**src/verilog/urp_pkg.sv**
```systemverilog
// shared constants and types for the serial receive path and its far-end transmitter
package urp_pkg;
	localparam int DATA_W = 32;
	localparam int ADDR_W = 32;
	localparam int WORD_W = 9;
	localparam int DEPTH = 4;
	localparam int ENTRY_W = WORD_W + 2;
	localparam int BAUD_W = 16;
	localparam logic [4:0] OFS_STATUS = 5'h00;
	localparam logic [4:0] OFS_MODE = 5'h04;
	localparam logic [4:0] OFS_BAUD = 5'h08;
	localparam logic [4:0] OFS_RXDATA = 5'h0c;
	localparam int ST_AVAIL = 0;
	localparam int ST_OVR = 1;
	localparam int ST_RX_PARITY_ERROR = 2;
	localparam int ST_RX_FRAMING_ERROR = 3;
	localparam int ST_ISEL_LO = 6;
	localparam int MD_NINE = 0;
	localparam int MD_PAR_LO = 1;
	localparam int MD_ABAUD = 5;
	localparam int MD_WAKE = 7;
	localparam int MD_SIDL = 13;
	localparam int MD_EN = 15;
	localparam int EN_RX_PARITY_ERROR = 9;
	localparam int EN_RX_FRAMING_ERROR = 10;
	localparam logic [1:0] PAR_NONE = 2'h0;
	localparam logic [1:0] PAR_ODD = 2'h2;
	localparam logic [1:0] ISEL_THREE = 2'h2;
	localparam logic [1:0] ISEL_FULL = 2'h3;
	localparam logic [2:0] CNT_THREE = 3'h3;
	localparam logic [2:0] CNT_FULL = 3'h4;
	localparam logic [3:0] SUB_MID = 4'h7;
	localparam logic [3:0] SUB_LAST = 4'hf;
	localparam logic [3:0] BITS_SHORT = 4'h7;
	localparam logic [3:0] BITS_LONG = 4'h8;
	localparam logic [3:0] FRAME_SHORT = 4'h9;
	localparam logic [3:0] FRAME_LONG = 4'ha;
	localparam logic [BAUD_W-1:0] BAUD_RST = 16'h0000;
	typedef enum logic [1:0] {
		URP_IDLE  = 2'b00,
		URP_START = 2'b01,
		URP_DATA  = 2'b11,
		URP_STOP  = 2'b10
	} urp_state_e;
endpackage

```
**src/verilog/urp_if.sv**
```systemverilog
// serial line between the far transmitter and the receive path
`timescale 1ns/1ps
interface urp_if;
	logic rx_line;
	modport dev (input rx_line);
	modport far (output rx_line);
endinterface

```
**src/verilog/urp_rx.sv**
```systemverilog
// receive path: line sampler, four-word queue, status and mode registers on ahb-lite
//
// The AHB-Lite register port and the register addresses are this design's own decisions.
`timescale 1ns/1ps
module urp_rx (
	input  wire logic                       hclk,
	input  wire logic                       hresetn,
	input  wire logic                       ce,
	urp_if.dev                              link,
	input  wire logic                       hsel,
	input  wire logic [urp_pkg::ADDR_W-1:0] haddr,
	input  wire logic [1:0]                 htrans,
	input  wire logic                       hwrite,
	input  wire logic [2:0]                 hsize,
	input  wire logic [urp_pkg::DATA_W-1:0] hwdata,
	input  wire logic                       hready,
	output logic      [urp_pkg::DATA_W-1:0] hrdata,
	output logic                            hreadyout,
	output logic                            hresp,
	input  wire logic                       sleep_mode,
	input  wire logic                       idle_mode,
	output logic                            rx_irq_pulse,
	output logic                            capture_in
);
	import urp_pkg::*;

	typedef struct packed {
		logic                         sync1;
		logic                         sync2;
		logic                         prev;
		urp_state_e                   st;
		logic [BAUD_W-1:0]            tick;
		logic [3:0]                   sub;
		logic [3:0]                   bitn;
		logic [WORD_W-1:0]            shift;
		logic                         pend;
		logic [ENTRY_W-1:0]           pend_w;
		logic [DEPTH-1:0][ENTRY_W-1:0] mem;
		logic [1:0]                   rd;
		logic [2:0]                   cnt;
		logic [ENTRY_W-1:0]           last;
		logic [1:0]                   isel;
		logic                         ovr;
		logic                         en;
		logic                         sidl;
		logic                         wake;
		logic                         abaud;
		logic                         nine;
		logic [1:0]                   par;
		logic [BAUD_W-1:0]            baud;
		logic                         wr_pend;
		logic [4:0]                   wr_addr;
		logic                         irq;
		logic [DATA_W-1:0]            rdata;
	} urp_rx_s;

	urp_rx_s s_r;
	urp_rx_s s_nxt;

	logic                acc;
	logic                fall;
	logic                tick_hit;
	logic                run;
	logic                push;
	logic                pop;
	logic                stop_done;
	logic [ENTRY_W-1:0]  word;
	logic [ENTRY_W-1:0]  push_w;
	logic [2:0]          cnt_free;
	logic [2:0]          cnt_new;
	logic [3:0]          nlast;

	// top of queue, or the last word handed out once the queue has drained
	function automatic logic [ENTRY_W-1:0] top_word(input urp_rx_s s);
		top_word = (s.cnt != 3'h0) ? s.mem[s.rd] : s.last;
	endfunction

	function automatic logic [DATA_W-1:0] read_mux(input urp_rx_s s, input logic [4:0] a);
		logic [ENTRY_W-1:0] t;
		t = top_word(s);
		read_mux = '0;
		unique case (a)
			OFS_STATUS: begin
				read_mux[ST_AVAIL] = (s.cnt != 3'h0);
				read_mux[ST_OVR] = s.ovr;
				read_mux[ST_RX_PARITY_ERROR] = t[EN_RX_PARITY_ERROR];
				read_mux[ST_RX_FRAMING_ERROR] = t[EN_RX_FRAMING_ERROR];
				read_mux[ST_ISEL_LO+1:ST_ISEL_LO] = s.isel;
			end
			OFS_MODE: begin
				read_mux[MD_NINE] = s.nine;
				read_mux[MD_PAR_LO+1:MD_PAR_LO] = s.par;
				read_mux[MD_ABAUD] = s.abaud;
				read_mux[MD_WAKE] = s.wake;
				read_mux[MD_SIDL] = s.sidl;
				read_mux[MD_EN] = s.en;
			end
			OFS_BAUD: read_mux[BAUD_W-1:0] = s.baud;
			OFS_RXDATA: read_mux[WORD_W-1:0] = t[WORD_W-1:0];
			default: read_mux = '0;
		endcase
	endfunction

	always_comb begin
		s_nxt = s_r;
		s_nxt.irq = 1'b0;
		push = 1'b0;
		pop = 1'b0;
		stop_done = 1'b0;
		push_w = s_r.pend_w;
		word = '0;
		// synchroniser, then edge detect on the second stage only
		s_nxt.sync1 = link.rx_line;
		s_nxt.sync2 = s_r.sync1;
		s_nxt.prev = s_r.sync2;
		fall = s_r.prev & ~s_r.sync2;
		acc = hsel & htrans[1] & hready;
		tick_hit = (s_r.tick == s_r.baud);
		run = s_r.en & ~sleep_mode & ~(idle_mode & s_r.sidl);
		nlast = (s_r.nine | (s_r.par != PAR_NONE)) ? BITS_LONG : BITS_SHORT;

		// write data phase, applied one cycle after the address phase
		if (s_r.wr_pend) begin
			s_nxt.wr_pend = 1'b0;
			unique case (s_r.wr_addr)
				OFS_STATUS: begin
					s_nxt.isel = hwdata[ST_ISEL_LO+1:ST_ISEL_LO];
					if (!hwdata[ST_OVR])
						s_nxt.ovr = 1'b0;
				end
				OFS_MODE: begin
					s_nxt.nine = hwdata[MD_NINE];
					s_nxt.par = hwdata[MD_PAR_LO+1:MD_PAR_LO];
					s_nxt.abaud = hwdata[MD_ABAUD];
					s_nxt.wake = hwdata[MD_WAKE];
					s_nxt.sidl = hwdata[MD_SIDL];
					s_nxt.en = hwdata[MD_EN];
				end
				OFS_BAUD: s_nxt.baud = hwdata[BAUD_W-1:0];
				default: ;
			endcase
		end

		if (acc) begin
			if (hwrite) begin
				s_nxt.wr_pend = 1'b1;
				s_nxt.wr_addr = haddr[4:0];
			end else begin
				s_nxt.rdata = read_mux(s_r, haddr[4:0]);
				// an empty read leaves the queue as it is
				if (haddr[4:0] == OFS_RXDATA && s_r.cnt != 3'h0) begin
					pop = 1'b1;
					s_nxt.last = s_r.mem[s_r.rd];
				end
			end
		end

		// sleep aborts a frame but touches no register or queue entry
		if (sleep_mode | ~s_r.en) begin
			s_nxt.st = URP_IDLE;
		end else if (run) begin
			if (s_r.st == URP_IDLE) begin
				// no new frame while an overrun or a held character is outstanding
				if (fall & ~s_r.ovr & ~s_r.pend) begin
					s_nxt.st = URP_START;
					s_nxt.tick = '0;
					s_nxt.sub = '0;
				end
			end else begin
				s_nxt.tick = tick_hit ? '0 : BAUD_W'(s_r.tick + 16'h0001);
				if (tick_hit) begin
					s_nxt.sub = 4'(s_r.sub + 4'h1);
					if (s_r.sub == SUB_MID) begin
						unique case (s_r.st)
							URP_IDLE: ;
							URP_START: begin
								// a glitch that is high again at mid start is dropped
								if (s_r.sync2)
									s_nxt.st = URP_IDLE;
								else begin
									s_nxt.st = URP_DATA;
									s_nxt.bitn = '0;
								end
							end
							URP_DATA: begin
								s_nxt.shift[s_r.bitn] = s_r.sync2;
								if (s_r.bitn == nlast)
									s_nxt.st = URP_STOP;
								else
									s_nxt.bitn = 4'(s_r.bitn + 4'h1);
							end
							URP_STOP: begin
								s_nxt.st = URP_IDLE;
								stop_done = 1'b1;
							end
						endcase
					end
				end
			end
		end

		cnt_free = 3'(s_r.cnt - {2'b00, pop});
		word[EN_RX_FRAMING_ERROR] = ~s_r.sync2;
		word[EN_RX_PARITY_ERROR] = ~s_r.nine & (s_r.par != PAR_NONE) &
			((^s_r.shift) != (s_r.par == PAR_ODD));
		word[WORD_W-1:0] = s_r.nine ? s_r.shift : {1'b0, s_r.shift[WORD_W-2:0]};

		if (stop_done) begin
			if (cnt_free < CNT_FULL) begin
				push = 1'b1;
				push_w = word;
			end else begin
				s_nxt.ovr = 1'b1;
				s_nxt.pend = 1'b1;
				s_nxt.pend_w = word;
			end
		end else if (s_r.pend & ~s_r.ovr & (cnt_free < CNT_FULL)) begin
			push = 1'b1;
			s_nxt.pend = 1'b0;
		end

		if (push)
			s_nxt.mem[2'(s_r.rd + s_r.cnt[1:0])] = push_w;
		if (pop)
			s_nxt.rd = 2'(s_r.rd + 2'h1);
		cnt_new = 3'(cnt_free + {2'b00, push});
		s_nxt.cnt = cnt_new;

		if (push) begin
			unique case (s_r.isel)
				ISEL_THREE: s_nxt.irq = (cnt_new == CNT_THREE);
				ISEL_FULL: s_nxt.irq = (cnt_new == CNT_FULL);
				default: s_nxt.irq = 1'b1;
			endcase
		end
		if (sleep_mode & s_r.wake & s_r.en & fall)
			s_nxt.irq = 1'b1;
	end

	always_ff @(posedge hclk or negedge hresetn) begin
		if (!hresetn) begin
			s_r <= '0;
			s_r.sync1 <= 1'b1;
			s_r.sync2 <= 1'b1;
			s_r.prev <= 1'b1;
			s_r.st <= URP_IDLE;
			s_r.baud <= BAUD_RST;
		end else if (ce) begin
			s_r <= s_nxt;
		end
	end

	// one stall cycle per write keeps a following read from seeing stale data
	assign hreadyout = ce & ~s_r.wr_pend;
	assign hresp = 1'b0;
	assign hrdata = s_r.rdata;
	assign rx_irq_pulse = s_r.irq;
	assign capture_in = s_r.abaud ? s_r.sync2 : 1'b1;
endmodule

```
**src/flat_wrapper.sv**
```systemverilog
// flat-port wrapper written by rule: the top's interface ports become plain ports
module urp_rx_flat import urp_pkg::*;
  (hclk, hresetn, ce, hsel, haddr, htrans, hwrite, hsize, hwdata, hready, hrdata, hreadyout, hresp, sleep_mode, idle_mode, rx_irq_pulse, capture_in, link_rx_line);
  urp_if link_i ();
  input  wire logic hclk;
  input  wire logic hresetn;
  input  wire logic ce;
  input  wire logic hsel;
  input  wire logic [urp_pkg::ADDR_W-1:0] haddr;
  input  wire logic [1:0] htrans;
  input  wire logic hwrite;
  input  wire logic [2:0] hsize;
  input  wire logic [urp_pkg::DATA_W-1:0] hwdata;
  input  wire logic hready;
  output logic      [urp_pkg::DATA_W-1:0] hrdata;
  output logic hreadyout;
  output logic hresp;
  input  wire logic sleep_mode;
  input  wire logic idle_mode;
  output logic rx_irq_pulse;
  output logic capture_in;
  input wire logic [$bits(link_i.rx_line)-1:0] link_rx_line;
  assign link_i.rx_line = link_rx_line;
  urp_rx u_core (.hclk(hclk), .hresetn(hresetn), .ce(ce), .link(link_i), .hsel(hsel), .haddr(haddr), .htrans(htrans), .hwrite(hwrite), .hsize(hsize), .hwdata(hwdata), .hready(hready), .hrdata(hrdata), .hreadyout(hreadyout), .hresp(hresp), .sleep_mode(sleep_mode), .idle_mode(idle_mode), .rx_irq_pulse(rx_irq_pulse), .capture_in(capture_in));
endmodule
```
**config.mk**
```make
export PLATFORM = sky130hd
export DESIGN_NAME = urp_rx_flat
export DESIGN_NICKNAME = d
export VERILOG_FILES = /design/src/verilog/urp_pkg.sv /design/src/verilog/urp_if.sv /design/src/verilog/urp_rx.sv /design/src/flat_wrapper.sv
export SDC_FILE = /design/constraint.sdc
export NUM_CORES = 1
export LEC_CHECK = 0
export ABC_AREA = 0
export BUFFER_PORTS_ARGS = -buffer_cell sky130_fd_sc_hd__buf_4
export CAP_MARGIN = 25
export CORE_ASPECT_RATIO = 0.7
export CORE_MARGIN = 3
export CORE_UTILIZATION = 40
export CTS_CLUSTER_DIAMETER = 30
export DETAILED_ROUTE_END_ITERATION = 8
export SKIP_CTS_REPAIR_TIMING = 1
export SYNTH_ARGS = -nofsm -noshare
export SYNTH_HDL_FRONTEND = slang
export SYNTH_SLANG_ARGS = --single-unit
```
**constraint.sdc**
```tcl
create_clock -name hclk -period 12.8 [get_ports hclk]
set_clock_uncertainty 0.2 [all_clocks]
set_input_delay 1.28 -clock hclk [delete_from_list [all_inputs] [get_ports hclk]]
set_output_delay 1.28 -clock hclk [all_outputs]
set_load 0.02 [all_outputs]
```
* Yosys cells after proc, flatten, opt, wreduce, memory -nomap -nowiden
Cells that the tools add are included.
** Operators by class
- $add $sub $neg :: 7
- Order comparisons :: 6
- Eq/ne operators :: 23
- Multiplexer cells :: 69
- Bitwise logic cells :: 30
- Reductions and logical operators :: 31
** Operators by type and width (count)
- 2-to-1 mux 11 bit :: 5
- bitwise mux 44 bit :: 1
- 2-to-1 mux 22 bit :: 2
- 2-to-1 mux 35 bit :: 1
- 2-to-1 mux 16 bit :: 2
- 2-to-1 mux 13 bit :: 2
- 2-to-1 mux 25 bit :: 1
- 2-to-1 mux 1 bit :: 23
- binary-select mux 11 bit (select 2 bit) :: 1
- demux 11 bit (select 2 bit) :: 1
- AND reduction 3 bit :: 7
- 2-to-1 mux 9 bit :: 2
- 2-to-1 mux 17 bit :: 1
- adder 16 x 1 -> 16 bit (second input constant) :: 1
- AND 1 bit :: 16
- equality test 16 bit :: 1
- 2-to-1 mux 4 bit :: 4
- equality test 5 x 4 -> 1 bit (second input constant) :: 3
- AND reduction 7 bit :: 2
- 2-to-1 mux 12 bit :: 1
- 2-to-1 mux 6 bit :: 2
- NOT 1 bit :: 12
- one-hot mux 3 bit (4 select lines) :: 1
- equality test 2 bit (second input constant) :: 5
- 41 further kinds :: 69
** Storage, ports and cells
- Register bits after elaboration :: 159
- Bits of input ports :: 78
- Output and inout port bits :: 36
- Logic and storage cells :: 196

* Logic depth before layout (Yosys ltp)
- Depth after elaboration :: 15
- Gate-level depth with buffers :: 16
- Mapped depth without buffers :: 16

* Worst setup path before layout
No wires, ideal clock.
- Path type :: input to register
- From :: input port haddr[4] in the netlist's numbering
- To :: register u_core.s_r (netlist bit u_core.rx_irq_pulse)
- Setup time :: 82 ps
- Arrival :: 4705 ps
- Required time :: 12518 ps
- Path slack :: 7813 ps
- Stages :: 15
- Path buffers :: 0
- Cell sequence :: nor3_1 nand3_1 nor4_1 ha_1 ha_1 xor2_1 nor2_1 nand2_1 o21a_1 inv_1 ha_1 ha_1 or4b_2 a31o_2 a31oi_1
** On the way
- Word-level cells in the longest chain between the ends :: 15
- Elaborated cells on any way between the ends :: 17
- Those cells by class :: add/sub (2); order compare (1); eq/ne (3); mux (9); bitwise (1); reduce/logical (1)
** Ends and longest elaborated chain
- start: declaration :: RTL line flat_wrapper.sv:9 : input wire logic [urp_pkg::ADDR_W-1:0] haddr;
- equality test 5 x 4 -> 1 bit (*) :: RTL line urp_rx.sv:151 : if (haddr[4:0] == OFS_RXDATA && s_r.cnt != 3'h0) begin
- logical AND 1 bit (*) :: RTL line urp_rx.sv:151
- 2-to-1 mux 1 bit (*) :: RTL line urp_rx.sv:151
- 2-to-1 mux 1 bit (*) :: RTL line urp_rx.sv:145 : if (hwrite) begin
- 2-to-1 mux 1 bit (*) :: RTL line urp_rx.sv:144 : if (acc) begin
- subtractor 3 x 1 -> 3 bit (*) :: RTL line urp_rx.sv:202 : cnt_free = 3'(s_r.cnt - {2'b00, pop});
- < comparator 3 bit :: RTL line urp_rx.sv:209, urp_rx.sv:217
- AND 1 bit :: RTL line urp_rx.sv:217 : end else if (s_r.pend & ~s_r.ovr & (cnt_free < CNT_FULL)) begin
- 2-to-1 mux 1 bit :: RTL line urp_rx.sv:217
- 2-to-1 mux 1 bit :: RTL line urp_rx.sv:208 : if (stop_done) begin
- adder 3 x 1 -> 3 bit (*) :: RTL line urp_rx.sv:226 : cnt_new = 3'(cnt_free + {2'b00, push});
- named net u_core.cnt_new[1] :: RTL line urp_rx.sv:70 : logic [2:0] cnt_new;
- equality test 3 bit or equality test 3 x 2 -> 1 bit (tied branches) :: RTL line urp_rx.sv:232, urp_rx.sv:231
- one-hot mux 1 bit (2 select lines) (*) :: RTL line urp_rx.sv:230 : unique case (s_r.isel)
- 2-to-1 mux 1 bit (*) :: RTL line urp_rx.sv:229 : if (push) begin
- 2-to-1 mux 1 bit (*) :: RTL line urp_rx.sv:236 : if (sleep_mode & s_r.wake & s_r.en & fall)
- end signal: assignment :: RTL line urp_rx.sv:249 : s_r <= s_nxt;
- end: declaration :: RTL line urp_rx.sv:57 : urp_rx_s s_r;
The timed path passes the listed nets; every way through them passes the cells marked *.
A chain may end at the register's enable or synchronous reset.

* Final worst setup path
- From :: input port haddr[4] in the netlist's numbering
- To :: register u_core.s_r (netlist bit u_core.rx_irq_pulse)
** On the way
- Word-level cells in the longest chain between the ends :: 15
- Elaborated cells on any way between the ends :: 17
- Those cells by class :: add/sub (2); order compare (1); eq/ne (3); mux (9); bitwise (1); reduce/logical (1)
** Ends and longest elaborated chain (RTL line)
- equality test 5 x 4 -> 1 bit (*) :: urp_rx.sv:151
- logical AND 1 bit (*) :: urp_rx.sv:151
- 2-to-1 mux 1 bit (*) :: urp_rx.sv:151
- 2-to-1 mux 1 bit (*) :: urp_rx.sv:145
- 2-to-1 mux 1 bit (*) :: urp_rx.sv:144
- subtractor 3 x 1 -> 3 bit (*) :: urp_rx.sv:202
- < comparator 3 bit :: urp_rx.sv:209, urp_rx.sv:217
- AND 1 bit :: urp_rx.sv:217
- 2-to-1 mux 1 bit :: urp_rx.sv:217
- 2-to-1 mux 1 bit :: urp_rx.sv:208
- adder 3 x 1 -> 3 bit :: urp_rx.sv:226
- equality test 3 bit or equality test 3 x 2 -> 1 bit (tied branches) :: urp_rx.sv:232, urp_rx.sv:231
- one-hot mux 1 bit (2 select lines) :: urp_rx.sv:230
- 2-to-1 mux 1 bit (*) :: urp_rx.sv:229
- 2-to-1 mux 1 bit (*) :: urp_rx.sv:236
Mark *: on every way between the ends. The rest lies on a longest branch, timed or not.

==> Implementation_results.wiki <==
{| class="wikitable"
! Metric !! Value
|-
| Status || complete, no violations
|-
| Largest buffer count on any clock path || 2
|-
| Vertical die dimension || approximately 130 um
|-
| Top area cells in the synthesized netlist || sky130_fd_sc_hd__dfrtp_1, sky130_fd_sc_hd__mux2_2, sky130_fd_sc_hd__xnor2_1, sky130_fd_sc_hd__mux4_2, sky130_fd_sc_hd__buf_4
|-
| Post-detailed-route DRC marker count || 0
|-
| Number of synthesized flops with an enable pin || 0
|-
| # fillers || between 1500 and 2000
|-
| Worst IR Drop VDD || slightly below 80 uV
|-
| Syn Inst Count || roughly 680
|-
| Slowest CP cell || sky130_fd_sc_hd__or4b_2
|-
| Static leakage || around 4.3 nW
|-
| Leading cell types by count after synthesis || sky130_fd_sc_hd__dfrtp_1, sky130_fd_sc_hd__mux2_2, sky130_fd_sc_hd__nand2_1
|-
| Die footprint || 22220 sq um
|-
| Wire length of the first global-routing pass || roughly 30000 um
|-
| Final cell count without fillers || 1001
|-
| Placeable core region || ~20000 sq um
|-
| Clock network latency to the later pin of the worst-skew pair || around 0.42 ns
|-
| Ordered list of cells on the worst path || buf_4, nor3_1, nand3_1, nor4_1, ha_1, ha_1, xor2_1, nor2_1, nand2_1, o21a_1, inv_1, ha_1, ha_1, xnor2_1, or4b_2, a31o_2, a31oi_1
|-
| Number of nets still failing antenna checks after routing || 0
|-
| RSZ-0062 raised after global routing || false
|-
| Maximum achievable frequency || roughly 0.18 GHz
|-
| Element type at the critical path start || primary input
|-
| Number of H-tree branching levels || 4
|-
| Clock period minus worst slack || approximately 5.7 ns
|-
| Grt ovf || 0
|-
| First-pass iteration count of the detailed router || 5
|-
| Fraction of layout cells with a size suffix above 1 || between 30 and 40%
|-
| Max-slew violation count || 0
|-
| Final TNS setup || 0 ns
|-
| Clock transition at the registers of the reported paths || 0.07 ns
|-
| Worst hold path startpoint || u_core.s_r[135]
|-
| TritonCTS clock tree || built
|-
| Initial antenna violation count || 0
|-
| Synthesis-to-finish area growth || 13.04%
|-
| Final estimated routing congestion in global placement || a little over 0.8
|-
| Buffer cell driving the clock tree root || sky130_fd_sc_hd__clkbuf_16
|-
| Dominant cell type by count on the critical path || sky130_fd_sc_hd__ha_1
|-
| Post-synthesis sequential area ratio || about 49%
|-
| Int Pwr || 0.0008309 W
|-
| Number of max-capacitance violations reported || 0
|-
| DP Cell Count || between 900 and 1000
|-
| Arrival time at the worst endpoint || around 5.8 ns
|-
| Number of placement rows || between 40 and 50
|-
| Final setup violating endpoints || 0
|-
| Number of warnings issued by yosys || 0
|-
| Hold Path End || u_core.s_r[135]
|-
| Data required, critical path || about 13 ns
|-
| Count of pins on the block boundary || ~110
|-
| Number of vias in the routed layout || 5379
|-
| Ys flop type || sky130_fd_sc_hd__dfrtp_1
|-
| Most instantiated library cell after synthesis || sky130_fd_sc_hd__dfrtp_1
|-
| Fraction of synthesized cell area taken by the top area cell type || ~48%
|-
| Total Wirelength || 18940 um
|-
| Vias per inst || ~5.4
|-
| Global Route Usage Sum || about 18%
|-
| Number of cells on the worst reg-to-reg path || 16
|-
| Largest net degree at the start of global routing || 95
|-
| Share of total power consumed by net switching || 28.51%
|-
| ANT cells || 0
|-
| Critical path's largest stage delay || 0.62 ns
|-
| Part of the total power dissipated in sequential elements || 46.9%
|-
| Kind of end point of the critical path || register
|-
| Sink count of the clock tree || 159
|-
| Post-synth cell types || slightly below 60
|-
| Critical R2R Launch || u_core.s_r[78]
|-
| Type of the worst setup path || in2reg
|-
| CTS buffer count || 17
|-
| Mean post-synth cell area || around 12 sq um
|-
| Synth Register Bits || between 150 and 200
|-
| Final net count || around 800
|-
| Starting density of the core || 41.07%
|-
| Pin slew with the least headroom to its limit || 0.9275 ns
|-
| FF-to-FF End || u_core.rx_irq_pulse
|-
| Cell Area, Synth || 8175 sq um
|-
| Final hold violation count || 0
|-
| Initial DRC count || around 420
|-
| Number of global-route vias before repair || between 5000 and 6000
|-
| Async S/R FF share, synth || 100.0%
|-
| Count of port buffers added during placement || 49
|-
| Worst min path class || reg2reg
|-
| Share of power burned in combinational logic || about a tenth
|-
| Post-detailed-placement half-perimeter wirelength || 13560 um
|-
| Wirelength per Cell || between 15 and 20 um
|-
| Switch Pwr || around 0.00033 W
|-
| Final core occ || 46.42%
|-
| Power density of the placed cells || approximately 130 nW/um^2
|-
| Final cycle utilization of the critical path || about 45%
|-
| Clock network power share || between 40% and 50%
|-
| Maximum fanout along the worst path || 8
|-
| Die width || about 180 um
|-
| Flop2flop setup slack || approximately 8.5 ns
|-
| Slew headroom || between 30% and 40%
|-
| Largest area contributor in the synthesized netlist || sky130_fd_sc_hd__dfrtp_1
|-
| WHS Path Cells || 2
|}
## how the worst max path moves through the flow
stage	start	to	slack, ns	cells after the start
floorplan	haddr[4]	u_core.rx_irq_pulse	7.81	15
global placement	haddr[4]	u_core.rx_irq_pulse	6.82	17
detailed placement	haddr[4]	u_core.rx_irq_pulse	6.70	17
CTS	haddr[4]	u_core.rx_irq_pulse	7.10	17
global route	haddr[4]	u_core.rx_irq_pulse	6.77	17
finish	haddr[4]	u_core.rx_irq_pulse	7.10	17
## through the flow
stage               cell area [sq um]  power [W]  setup slack, ns  hold slack [ns]
detailed placement               8652  0.0006765            6.696           0.2725
global route                     9241   0.001210            6.769           0.3175
floorplan                        8235  0.0006260            7.813           0.2421
CTS                              9219   0.001169            7.105           0.2905
finish                           9241   0.001162            7.102           0.2867
global placement                 8645  0.0006719            6.821           0.2567
## flip-flops by register name, summed over array words and instances (netlist names)
signal / flops
u_core.rx_irq_pulse: 1
u_core.s_nxt: 2
u_core.s_r: 140
u_core.hrdata: 16
## power groups by stage
stage | Combinational [W] | Clock (W) | Sequential [W]
2_1_floorplan | 0.0000838 | 0 | 0.000542
3_3_place_gp | 0.000118 | 0 | 0.000554
3_5_place_dp | 0.000122 | 0 | 0.000554
4_1_cts | 0.000123 | 0.000502 | 0.000545
5_1_grt | 0.000135 | 0.000527 | 0.000548
6_report | 0.000123 | 0.000494 | 0.000546
## worst max-delay path, delay by kind of cell
kind,cells,cell delay (ns)
and+or+nand+nor,6,2.24
xor gates and xnor gates,2,0.46
AOI/OAI and AO/OA,3,0.79
buffers and inverters,2,0.21
adders and majority gates,4,0.86
## area by class of cell
type	instances	area, sq um	share of cell area (%)
multi-input cells	468	3859	41.75
clock inverters	14	137.6	1.489
repair buffers	57	439.2	4.752
well taps	270	337.8	3.656
clock buffers	18	429.2	4.644
flip-flops and latches	159	3983	43.10
inverters	15	56.30	0.6093
## cell usage in the layout (no fill, tap or decap), types with 4 or more instances in the layout
master and count:
sky130_fd_sc_hd__dfrtp_1 156, sky130_fd_sc_hd__mux2_2 122, sky130_fd_sc_hd__buf_4 54, sky130_fd_sc_hd__nand2_1 44, sky130_fd_sc_hd__xnor2_1 31, sky130_fd_sc_hd__nor2_1 29
sky130_fd_sc_hd__o21ai_0 29, sky130_fd_sc_hd__mux2i_1 17, sky130_fd_sc_hd__conb_1 17, sky130_fd_sc_hd__clkbuf_16 17, sky130_fd_sc_hd__nand3_1 16, sky130_fd_sc_hd__inv_1 15
sky130_fd_sc_hd__nand4_1 15, sky130_fd_sc_hd__ha_1 15, sky130_fd_sc_hd__a22o_1 13, sky130_fd_sc_hd__nor3_1 12, sky130_fd_sc_hd__a21oi_1 12, sky130_fd_sc_hd__mux4_2 12
sky130_fd_sc_hd__xor2_1 8, sky130_fd_sc_hd__inv_6 7, sky130_fd_sc_hd__nor2b_1 5, sky130_fd_sc_hd__a31oi_1 5, sky130_fd_sc_hd__o31ai_1 5, sky130_fd_sc_hd__nor4_1 4
sky130_fd_sc_hd__and2_1 4, sky130_fd_sc_hd__and3_1 4, sky130_fd_sc_hd__nor3b_1 4, sky130_fd_sc_hd__inv_8 4
## cell families (layout without fill, tap and decap cells)
group	Yosys count	after routing	synth area share, %
compound gates	78	78	6.137
mux	151	151	22.19
fa+ha+maj	15	15	2.296
other cells	1	17	0.04587
xor+xnor	40	40	4.454
simple gates	167	167	11.17
flops	159	159	48.71
buf+inv	73	104	4.989
## metal layers
| layer | wire length, um | share of wire, % | track usage, % |
|---|---|---|---|
| met1 | 9862 | 52 | 27.94 |
| met2 | 8093 | 43 | 24.51 |
| met3 | 898 | 4.7 | 4.250 |
| met4 | 80 | 0.42 | 3.601 |
| met5 | 0 | 0 | 0 |
No activity file was read; power rests on OpenSTA's default activity.
